<file path="config.mk">
export PLATFORM = sky130hd
export DESIGN_NAME = sem_device_flat
export DESIGN_NICKNAME = d
export VERILOG_FILES = /design/src/sem_pkg.sv /design/src/sem_link_if.sv /design/src/sem_device.sv /design/src/flat_wrapper.sv
export SDC_FILE = /design/constraint.sdc
export NUM_CORES = 2
export LEC_CHECK = 0
export BUFFER_PORTS_ARGS = -buffer_cell sky130_fd_sc_hd__buf_2
export CAP_MARGIN = 20
export CORE_ASPECT_RATIO = 0.9
export CORE_MARGIN = 4
export CORE_UTILIZATION = 30
export CTS_CLUSTER_DIAMETER = 120
export CTS_CLUSTER_SIZE = 12
export DETAILED_ROUTE_END_ITERATION = 8
export SYNTH_ARGS = -nofsm -noshare
export SYNTH_HDL_FRONTEND = slang
export SYNTH_SLANG_ARGS = --single-unit
</file>
<file path="constraint.sdc">
create_clock -name clk_sys_i -period 13.3 [get_ports clk_sys_i]
set_input_delay 0.665 -clock clk_sys_i [delete_from_list [all_inputs] [get_ports clk_sys_i]]
set_output_delay 0.665 -clock clk_sys_i [all_outputs]
set_load 0.03 [all_outputs]
</file>
<file path="src/sem_pkg.sv">
package sem_pkg;
  localparam int NUM_SENSORS = 20;
  localparam int TS_W = 32;
  localparam int SNUM_W = 5;
  localparam int LOG_DEPTH = 64;
  localparam int CLK_HZ = 125000000;
  localparam int WD_DEFAULT_S = 5;
  localparam int SAMPLE_DEFAULT_CYC = 1000;
  localparam int MASTER_NODE = 1;
  localparam logic [1:0] ST_OPEN = 2'h0;
  localparam logic [1:0] ST_CLOSED = 2'h1;
  localparam logic [1:0] ST_BROKEN = 2'h2;
  localparam logic [1:0] ST_SHORT = 2'h3;
  localparam logic [2:0] CMD_NONE = 3'h0;
  localparam logic [2:0] CMD_CONFIG = 3'h1;
  localparam logic [2:0] CMD_SET_TIME = 3'h2;
  localparam logic [2:0] CMD_READ_LOG = 3'h3;
  localparam logic [2:0] CMD_SNAPSHOT = 3'h4;
  localparam logic [2:0] CMD_KEEPALIVE = 3'h5;
  localparam logic [1:0] EVK_ONLINE = 2'h0;
  localparam logic [1:0] EVK_OFFLINE = 2'h1;
  localparam logic [1:0] EVK_STATUS = 2'h2;
  localparam logic [1:0] EVK_LOG_END = 2'h3;
endpackage

</file>
<file path="src/sem_link_if.sv">
interface sem_link_if;
  logic                      cmd_valid;
  logic [2:0]                cmd;
  logic [3:0]                cmd_node;
  logic [31:0]               cmd_data;
  logic [19:0]               cmd_used;
  logic                      ev_valid;
  logic [1:0]                ev_kind;
  logic [sem_pkg::TS_W-1:0]  ev_time;
  logic [4:0]                ev_sensor;
  logic [1:0]                ev_status;
  modport dev (input cmd_valid, cmd, cmd_node, cmd_data, cmd_used,
               output ev_valid, ev_kind, ev_time, ev_sensor, ev_status);
  modport host (output cmd_valid, cmd, cmd_node, cmd_data, cmd_used,
                input ev_valid, ev_kind, ev_time, ev_sensor, ev_status);
endinterface

</file>
<file path="src/sem_device.sv">
module sem_device #(
  parameter int NUM     = sem_pkg::NUM_SENSORS,
  parameter int DEPTH   = sem_pkg::LOG_DEPTH,
  parameter int WD_CYC  = sem_pkg::WD_DEFAULT_S * sem_pkg::CLK_HZ
) (
  input  wire logic              clk_sys_i,
  input  wire logic              nrst_i,
  input  wire logic              en_i,
  input  wire logic [2*NUM-1:0]  sensor_i,
  output logic                   online_o,
  output logic [5:0]             log_count_o,
  sem_link_if.dev                link
);
  typedef struct packed {
    logic [31:0]       now;
    logic [15:0]       tick;
    logic [31:0]       wd;
    logic [31:0]       wd_limit;
    logic [31:0]       samp_cyc;
    logic [2*NUM-1:0]  last;
    logic [NUM-1:0]    used;
    logic              online;
    logic [5:0]        wr;
    logic [5:0]        rd;
    logic [6:0]        cnt;
    logic              draining;
    logic [5:0]        snap;
    logic              snapping;
    logic              ev_valid;
    logic [1:0]        ev_kind;
    logic [31:0]       ev_time;
    logic [4:0]        ev_sensor;
    logic [1:0]        ev_status;
  } sem_dev_type;
  sem_dev_type r, next_r;
  logic [38:0] logmem [DEPTH];
  logic        log_we;
  logic [38:0] log_wdata;
  logic [4:0]  chg_idx;
  logic        chg_found;
  logic        cmd_ok;
  // Lowest-numbered change wins; others are caught on later samples.
  always_comb begin
    chg_found = 1'b0;
    chg_idx = 5'h00;
    for (int i = NUM - 1; i >= 0; i--) begin
      if (r.used[i] && sensor_i[2*i +: 2] != r.last[2*i +: 2]) begin
        chg_found = 1'b1;
        chg_idx = 5'(i);
      end
    end
  end
  assign cmd_ok = link.cmd_valid && link.cmd_node == 4'(sem_pkg::MASTER_NODE);
  always_comb begin
    next_r = r;
    log_we = 1'b0;
    log_wdata = '0;
    next_r.ev_valid = 1'b0;
    next_r.now = r.now + 32'h1;
    next_r.wd = (r.wd == 32'h0) ? 32'h0 : r.wd - 32'h1;
    if (r.online && r.wd == 32'h1) begin
      next_r.online = 1'b0;
    end
    if (cmd_ok) begin
      unique case (link.cmd)
        sem_pkg::CMD_CONFIG: begin
          next_r.used = link.cmd_used[NUM-1:0];
          next_r.samp_cyc = link.cmd_data;
        end
        sem_pkg::CMD_SET_TIME: next_r.now = link.cmd_data;
        sem_pkg::CMD_READ_LOG: next_r.draining = 1'b1;
        sem_pkg::CMD_SNAPSHOT: begin
          next_r.snapping = 1'b1;
          next_r.snap = 6'h00;
        end
        sem_pkg::CMD_KEEPALIVE: begin
          if (link.cmd_data != 32'h0) begin
            next_r.wd_limit = link.cmd_data;
          end
          if (r.online) begin
            next_r.wd = (link.cmd_data != 32'h0) ? link.cmd_data : r.wd_limit;
          end
        end
        default: ;
      endcase
    end
    next_r.tick = (r.tick >= r.samp_cyc[15:0] - 16'h1) ? 16'h0 : r.tick + 16'h1;
    if (r.tick == 16'h0 && chg_found) begin
      next_r.last[2*chg_idx +: 2] = sensor_i[2*chg_idx +: 2];
      if (r.online) begin
        next_r.ev_valid = 1'b1;
        next_r.ev_kind = sem_pkg::EVK_ONLINE;
        next_r.ev_time = r.now;
        next_r.ev_sensor = chg_idx + 5'h1;
        next_r.ev_status = sensor_i[2*chg_idx +: 2];
      end else if (r.cnt < 7'(DEPTH)) begin
        log_we = 1'b1;
        log_wdata = {r.now, chg_idx + 5'h1, sensor_i[2*chg_idx +: 2]};
        next_r.wr = r.wr + 6'h1;
        next_r.cnt = r.cnt + 7'h1;
      end
    end else if (r.draining) begin
      next_r.ev_valid = 1'b1;
      if (r.cnt == 7'h0) begin
        next_r.ev_kind = sem_pkg::EVK_LOG_END;
        next_r.draining = 1'b0;
      end else begin
        next_r.ev_kind = sem_pkg::EVK_OFFLINE;
        {next_r.ev_time, next_r.ev_sensor, next_r.ev_status} = logmem[r.rd];
        next_r.rd = r.rd + 6'h1;
        next_r.cnt = r.cnt - 7'h1;
      end
    end else if (r.snapping) begin
      next_r.ev_valid = 1'b1;
      next_r.ev_kind = sem_pkg::EVK_STATUS;
      next_r.ev_time = r.now;
      next_r.ev_sensor = r.snap[4:0] + 5'h1;
      next_r.ev_status = sensor_i[2*r.snap[4:0] +: 2];
      next_r.last[2*r.snap[4:0] +: 2] = sensor_i[2*r.snap[4:0] +: 2];
      next_r.snap = r.snap + 6'h1;
      if (r.snap == 6'(NUM - 1)) begin
        next_r.snapping = 1'b0;
        next_r.online = 1'b1;
        next_r.wd = r.wd_limit;
      end
    end
  end
  always_ff @(posedge clk_sys_i or negedge nrst_i) begin
    if (!nrst_i) begin
      r <= '0;
      r.samp_cyc <= 32'(sem_pkg::SAMPLE_DEFAULT_CYC);
      r.wd_limit <= 32'(WD_CYC);
      r.used <= '1;
    end else if (en_i) begin
      r <= next_r;
    end
  end
  // Log memory has no reset; entries are only read below the fill count.
  always_ff @(posedge clk_sys_i) begin
    if (en_i && log_we) begin
      logmem[r.wr] <= log_wdata;
    end
  end
  assign link.ev_valid = r.ev_valid;
  assign link.ev_kind = r.ev_kind;
  assign link.ev_time = r.ev_time;
  assign link.ev_sensor = r.ev_sensor;
  assign link.ev_status = r.ev_status;
  assign online_o = r.online;
  assign log_count_o = r.cnt[5:0];
endmodule

</file>
<file path="src/flat_wrapper.sv">
// flat-port wrapper written by rule: the top's interface ports become plain ports
module sem_device_flat 
#(
  parameter int NUM     = sem_pkg::NUM_SENSORS,
  parameter int DEPTH   = sem_pkg::LOG_DEPTH,
  parameter int WD_CYC  = sem_pkg::WD_DEFAULT_S * sem_pkg::CLK_HZ
)
  (clk_sys_i, nrst_i, en_i, sensor_i, online_o, log_count_o, link_cmd_valid, link_cmd, link_cmd_node, link_cmd_data, link_cmd_used, link_ev_valid, link_ev_kind, link_ev_time, link_ev_sensor, link_ev_status);
  sem_link_if link_i ();
  input  wire logic clk_sys_i;
  input  wire logic nrst_i;
  input  wire logic en_i;
  input  wire logic [2*NUM-1:0] sensor_i;
  output logic online_o;
  output logic [5:0] log_count_o;
  input wire logic [$bits(link_i.cmd_valid)-1:0] link_cmd_valid;
  input wire logic [$bits(link_i.cmd)-1:0] link_cmd;
  input wire logic [$bits(link_i.cmd_node)-1:0] link_cmd_node;
  input wire logic [$bits(link_i.cmd_data)-1:0] link_cmd_data;
  input wire logic [$bits(link_i.cmd_used)-1:0] link_cmd_used;
  output wire logic [$bits(link_i.ev_valid)-1:0] link_ev_valid;
  output wire logic [$bits(link_i.ev_kind)-1:0] link_ev_kind;
  output wire logic [$bits(link_i.ev_time)-1:0] link_ev_time;
  output wire logic [$bits(link_i.ev_sensor)-1:0] link_ev_sensor;
  output wire logic [$bits(link_i.ev_status)-1:0] link_ev_status;
  assign link_i.cmd_valid = link_cmd_valid;
  assign link_i.cmd = link_cmd;
  assign link_i.cmd_node = link_cmd_node;
  assign link_i.cmd_data = link_cmd_data;
  assign link_i.cmd_used = link_cmd_used;
  assign link_ev_valid = link_i.ev_valid;
  assign link_ev_kind = link_i.ev_kind;
  assign link_ev_time = link_i.ev_time;
  assign link_ev_sensor = link_i.ev_sensor;
  assign link_ev_status = link_i.ev_status;
  sem_device #(.NUM(NUM), .DEPTH(DEPTH), .WD_CYC(WD_CYC)) u_core (.clk_sys_i(clk_sys_i), .nrst_i(nrst_i), .en_i(en_i), .sensor_i(sensor_i), .online_o(online_o), .log_count_o(log_count_o), .link(link_i));
endmodule
</file>
# Word level (Yosys, flattened, before mapping)
# Memories as Yosys holds them, arrays and structs flattened.
# Index checks and enable logic that the tools add are counted.
# word_totals
in_bits	103
reg_bits	274
mem_bits_rw	2496
memories	1
# op_classes
order_cmp	2
n_eq_ne	34
mux	89
n_shift	6
n_reduce_logical	39
add_sub_neg	13
n_bitwise	3
# mem_list
name	depth	width	read_ports	rd_clocked_by_memory_dff	wr	line	rtl
u_core.logmem	64	39	1	0	1	sem_device.sv:36	logic [38:0] logmem [DEPTH];
# ops
op	n
32-bit two-way mux	10
39-bit two-way mux	4
42-bit two-way mux	3
40-bit two-way mux	3
5-bit two-way mux	20
96-bit two-way mux	1
40-bit bitwise mux	2
2-bit by 34-bit variable shift with 40-bit output (first input constant)	2
2-bit by 34-bit variable part select with 40-bit output	2
40-bit by 7-bit variable part select with 2-bit output	2
6-bit negation with 34-bit output	2
64-bit two-way mux	1
49-bit two-way mux	1
7-bit two-way mux	6
2-bit != test	20
1-bit two-way mux	33
32-bit by 1-bit adder with 32-bit output (second input constant)	1
32-bit by 1-bit equality test with 1-bit output (second input constant)	1
32-bit zero test	1
32-bit nonzero test	1
32-bit by 1-bit subtractor with 32-bit output (second input constant)	1
1-bit logical AND	24
8-bit two-way mux	3
6-bit by 1-bit adder with 6-bit output (second input constant)	3
other kinds (25)	39

# Logic depth before layout (Yosys ltp)
# logic_depth
ltp_word	27
mapped_depth	18
ltp_nobuf	17

# Worst setup path after synthesis
# No wires, ideal clock.
# synth_path
kind	input to register
start	input sensor_i[0]
end	memory u_core.logmem[31][0], enable pin
stages	10
required_ns	12.816
slack_ns	7.595
arrival_time_ns	5.222
n_path_buf	2
path_cell_list	xnor2_1 -> a21boi_1 -> nor2_1 -> nand2_1 -> o21ai_1 -> or3_1 -> buf_2 -> or3_1 -> clkbuf_1 -> nor3_1
# synth_via
elab_chain_len	8
# synth_lines
item	line	rtl
start, declared	flat_wrapper.sv:13	input wire logic [2*NUM-1:0] sensor_i;
2-bit != test	sem_device.sv:47	if (r.used[i] && sensor_i[2*i +: 2] != r.last[2*i +: 2]) begin
1-bit logical AND	sem_device.sv:47	
1-bit two-way mux	sem_device.sv:47	
1-bit logical AND	sem_device.sv:88	if (r.tick == 16'h0 && chg_found) begin
1-bit two-way mux	sem_device.sv:88	
1-bit logical AND	sem_device.sv:140	if (en_i && log_we) begin
1-bit two-way mux	sem_device.sv:140	
1-bit two-way mux (not written as such)	sem_device.sv:141	logmem[r.wr] <= log_wdata;
end, declared	sem_device.sv:36	
# Every way passes these cells.

# Worst setup path after layout
# layout_path
start	register u_core.r[122] (netlist name)
end	memory u_core.logmem[56][3], enable pin
# layout_via
elab_chain_len	24
# layout_lines
item	line	rtl
start, declared	sem_device.sv:35	sem_dev_type r, next_r;
start signal, assigned	sem_device.sv:135	r <= next_r;
2-bit != test	sem_device.sv:47	
1-bit logical AND	sem_device.sv:47	
1-bit two-way mux (17 in a row)	sem_device.sv:47	
1-bit logical AND	sem_device.sv:88	
1-bit two-way mux	sem_device.sv:88	
1-bit logical AND	sem_device.sv:140	
1-bit two-way mux	sem_device.sv:140	
1-bit two-way mux (not written as such)	sem_device.sv:141	
# Every way passes these cells.

==> results.yml <==
sta:
  timing.final.ws_setup_ns: 7.92
  max-slew-margin-rel: 0.241
  worst-slew-pin-transition_ns: 1.14
  drv_slew: 0
  post-route-period-util: 0.404
  rsz0062_at_grt: "no"
  fin_setup_tns_ns: 0
  hold_viol: 0
  post-route-min-period_ns: 5.38
  fin_skew_ns: 0.0766
  timing.hold.ws_ns: 0.0750
  setup_violations: 0
  fmax_ghz: 0.186
clock_tree:
  postCtsResizedCells: 0
  cts_htree_levels: 5
  ctsRootBufferMaster: "clkbuf_16"
  clock_sinks: 2754
  numCtsBuffers: 279
  clk_pin_slew_ns: 0.07
  cts_tree: "built"
  insertion_delay_ns: 0.92
  cts_setup_buffers: 0
  clockBufferDepth: 4
yosys:
  yosys.area.top_type: "edfxtp_1"
  synth-edff-count: 2496
  synth_cell_type_count: 92
  synth-async-reset-ratio: 0.0937
  yosysSeqAreaShare: 0.731
  syn-num-nets: 5654
  yosys_most_used_dff: "edfxtp_1"
  syn_area_per_cell_um2: 20.2
  yosysWarnings: 0
  syn_inst: 5516
  ys_ff_latch: 2754
  synth_top_area_frac: 0.672
  ys_top_cells_by_area: "edfxtp_1 67%, mux4_2 17%, dfrtp_1 5.0%"
  syn_area_mm2: 0.111
route:
  drt_iter0_drc: 6936
  drtPass1Iterations: 8
  viasPerCell: 5.29
  antenna_left: 0
  wl_um: 300000
  drc: 0
  wl_per_cell_um: 27.9
  dr_total_vias: 56900
floorplanning:
  ios: 152
  initial_core_util: 0.301
  rows: 212
  core_area_mm2: 0.370
  die_area_mm2: 0.381
  dieHeight_um: 586
  fp.dieW_um: 651
setup_path:
  rr_endpoint: "u_core.logmem[56][3]"
  worstSetupPathType: "flip-flop to flip-flop"
  start_kind: "flip-flop"
  worstReg2RegStart: "u_core.r[122]"
  cp_common_cell: "buf_4"
  critical_path.max_fanout: 21
  r2r_cells: 13
  cp_cell_sequence: "xnor2_1 -> a21boi_0 -> nand4b_1 -> or4_1 -> o21ai_1 -> buf_4 -> or3_2 -> buf_4 -> nor2_1 -> buf_4 -> nand4_1 -> nor2_4 -> buf_4"
  cpPeakStageDelay_ns: 0.91
  ff2ff_setup_slack_ns: 7.92
  slowest_stage: "nor2_4"
  crit_arrival_ns: 5.93
  worstPathRequired_ns: 13.85
  cp-end-kind: "flip-flop"
global_route:
  overflow: 0
  grt_pass1_vias: 57100
  track_usage: 0.154
  grt_max_degree: 154
  grt_pass1_wl_um: 430000
  antenna_found_initial: 15
place:
  portBuffers: 151
  place_area_mm2: 0.119
  gp_congestion: 0.900
  place_ws_ns: 7.60
  post-dp-hpwl_um: 181000
cells_and_area:
  final_common_cell: "edfxtp_1"
  final_area_mm2: 0.126
  syn_to_final_growth_pct: 13.4
  nNetsFinal: 5915
  drive_gt1_frac: 0.288
  nFillCells: 34400
  layout.cells.most_common_list: "2496 x edfxtp_1, 831 x mux4_2, 288 x clkbuf_16"
power:
  max-vdd-ir-drop_v: 0.000149
  power_leakage_nw: 41.7
  total_power_mw: 20.2
  p_per_area_mw_per_mm2: 160
status:
  status: "complete, no violations"
job:
  maxCapViolations: 0
min_path:
  worstHoldStart: "link_cmd_used[16]"
  hold_depth: 2
  min_path_type: "input pin to flip-flop"
  whs_endpoint: "u_core.r[86]"
## power by group
part | internal (mW) | switching [mW]
combinational | 1.51 | 2.12
sequential | 9.49 | 0.219
clock | 3.85 | 3.05
total | 14.8 | 5.39
## per-layer routing
metal	GRT usage	part of all wire
met5	0	0.00028
met3	0.0268	0.068
met2	0.256	0.50
met4	0.0435	0.028
met1	0.208	0.41
## kinds of logic after synthesis
group / share of synthesized area
muxes: 0.174
adders and majority gates: 0.00393
DFF: 0.731
buffers and inverters: 0.0159
and+or+nand+nor: 0.0333
AOI/OAI and AO/OA: 0.0333
xor gates and xnor gates: 0.00864
## state kept, by name (all words and copies together), names as in the netlist
name                   cells
u_core.link.ev_kind        2
u_core.link.ev_sensor      5
u_core.link.ev_status      2
u_core.link.ev_time       32
u_core.link.ev_valid       1
u_core.log_count_o         6
u_core.logmem           2496
u_core.online_o            1
u_core.r                 209
## Yosys cell counts, types with 44 or more instances
library cell	number
nor2_1	232
a21oi_1	98
clkbuf_1	194
o21ai_0	154
buf_4	50
nand3_1	65
dfrtp_1	221
xor2_1	50
edfxtp_1	2496
a22oi_1	44
nand2_1	218
mux4_2	831
xnor2_1	60
buf_2	69
## repair_timing
action | in CTS | in global routing
endpoints found under the hold margin | 96 | 0
hold buffers | 19 | 0
setup endpoints to repair | 0 | 0
## area by class of cell
cell class,count,area [um2],area share
Inverter,36,135,0.00107
Tap cell,4922,6160,0.0487
Clock inverter,5,50.0,0.000396
Multi-Input combinational cell,2374,28900,0.228
Clock buffer,331,7370,0.0583
Timing Repair Buffer,332,2350,0.0186
Antenna cell,3,7.51,0.0000594
Sequential cell,2754,81500,0.644
## stage by stage
| stage | cells | utilization |
|---|---|---|
| after floorplan | 5516 | - |
| after global routing | 10800 | 0.341 |
| after global placement | 10400 | 0.321 |
| after detailed placement | 10400 | 0.321 |
| final | 10800 | 0.341 |
| after CTS | 10700 | 0.341 |
## worst max-delay path, delay by kind of cell, from the launching register on
family	cells	cell delay (ns)
xor gates and xnor gates	1	0.13
AOI/OAI and AO/OA	2	0.47
buffers and inverters	4	1.19
and+or+nand+nor	6	2.77
DFF	1	0.41
## worst max path at each step
stage                       start                        to  slack (ns)  cells after the start
global route         u_core.r[57]  u_core.link.ev_sensor[0]        7.69                      7
finish              u_core.r[122]      u_core.logmem[56][3]        7.92                     13
floorplan             sensor_i[0]      u_core.logmem[31][0]        7.59                     10
detailed placement   sensor_i[32]     u_core.logmem[56][34]        7.60                     14
CTS                  u_core.r[57]  u_core.link.ev_sensor[3]        7.94                      8
global placement     sensor_i[32]      u_core.logmem[56][3]        7.67                     14
Power figures use the tool's default switching activity.
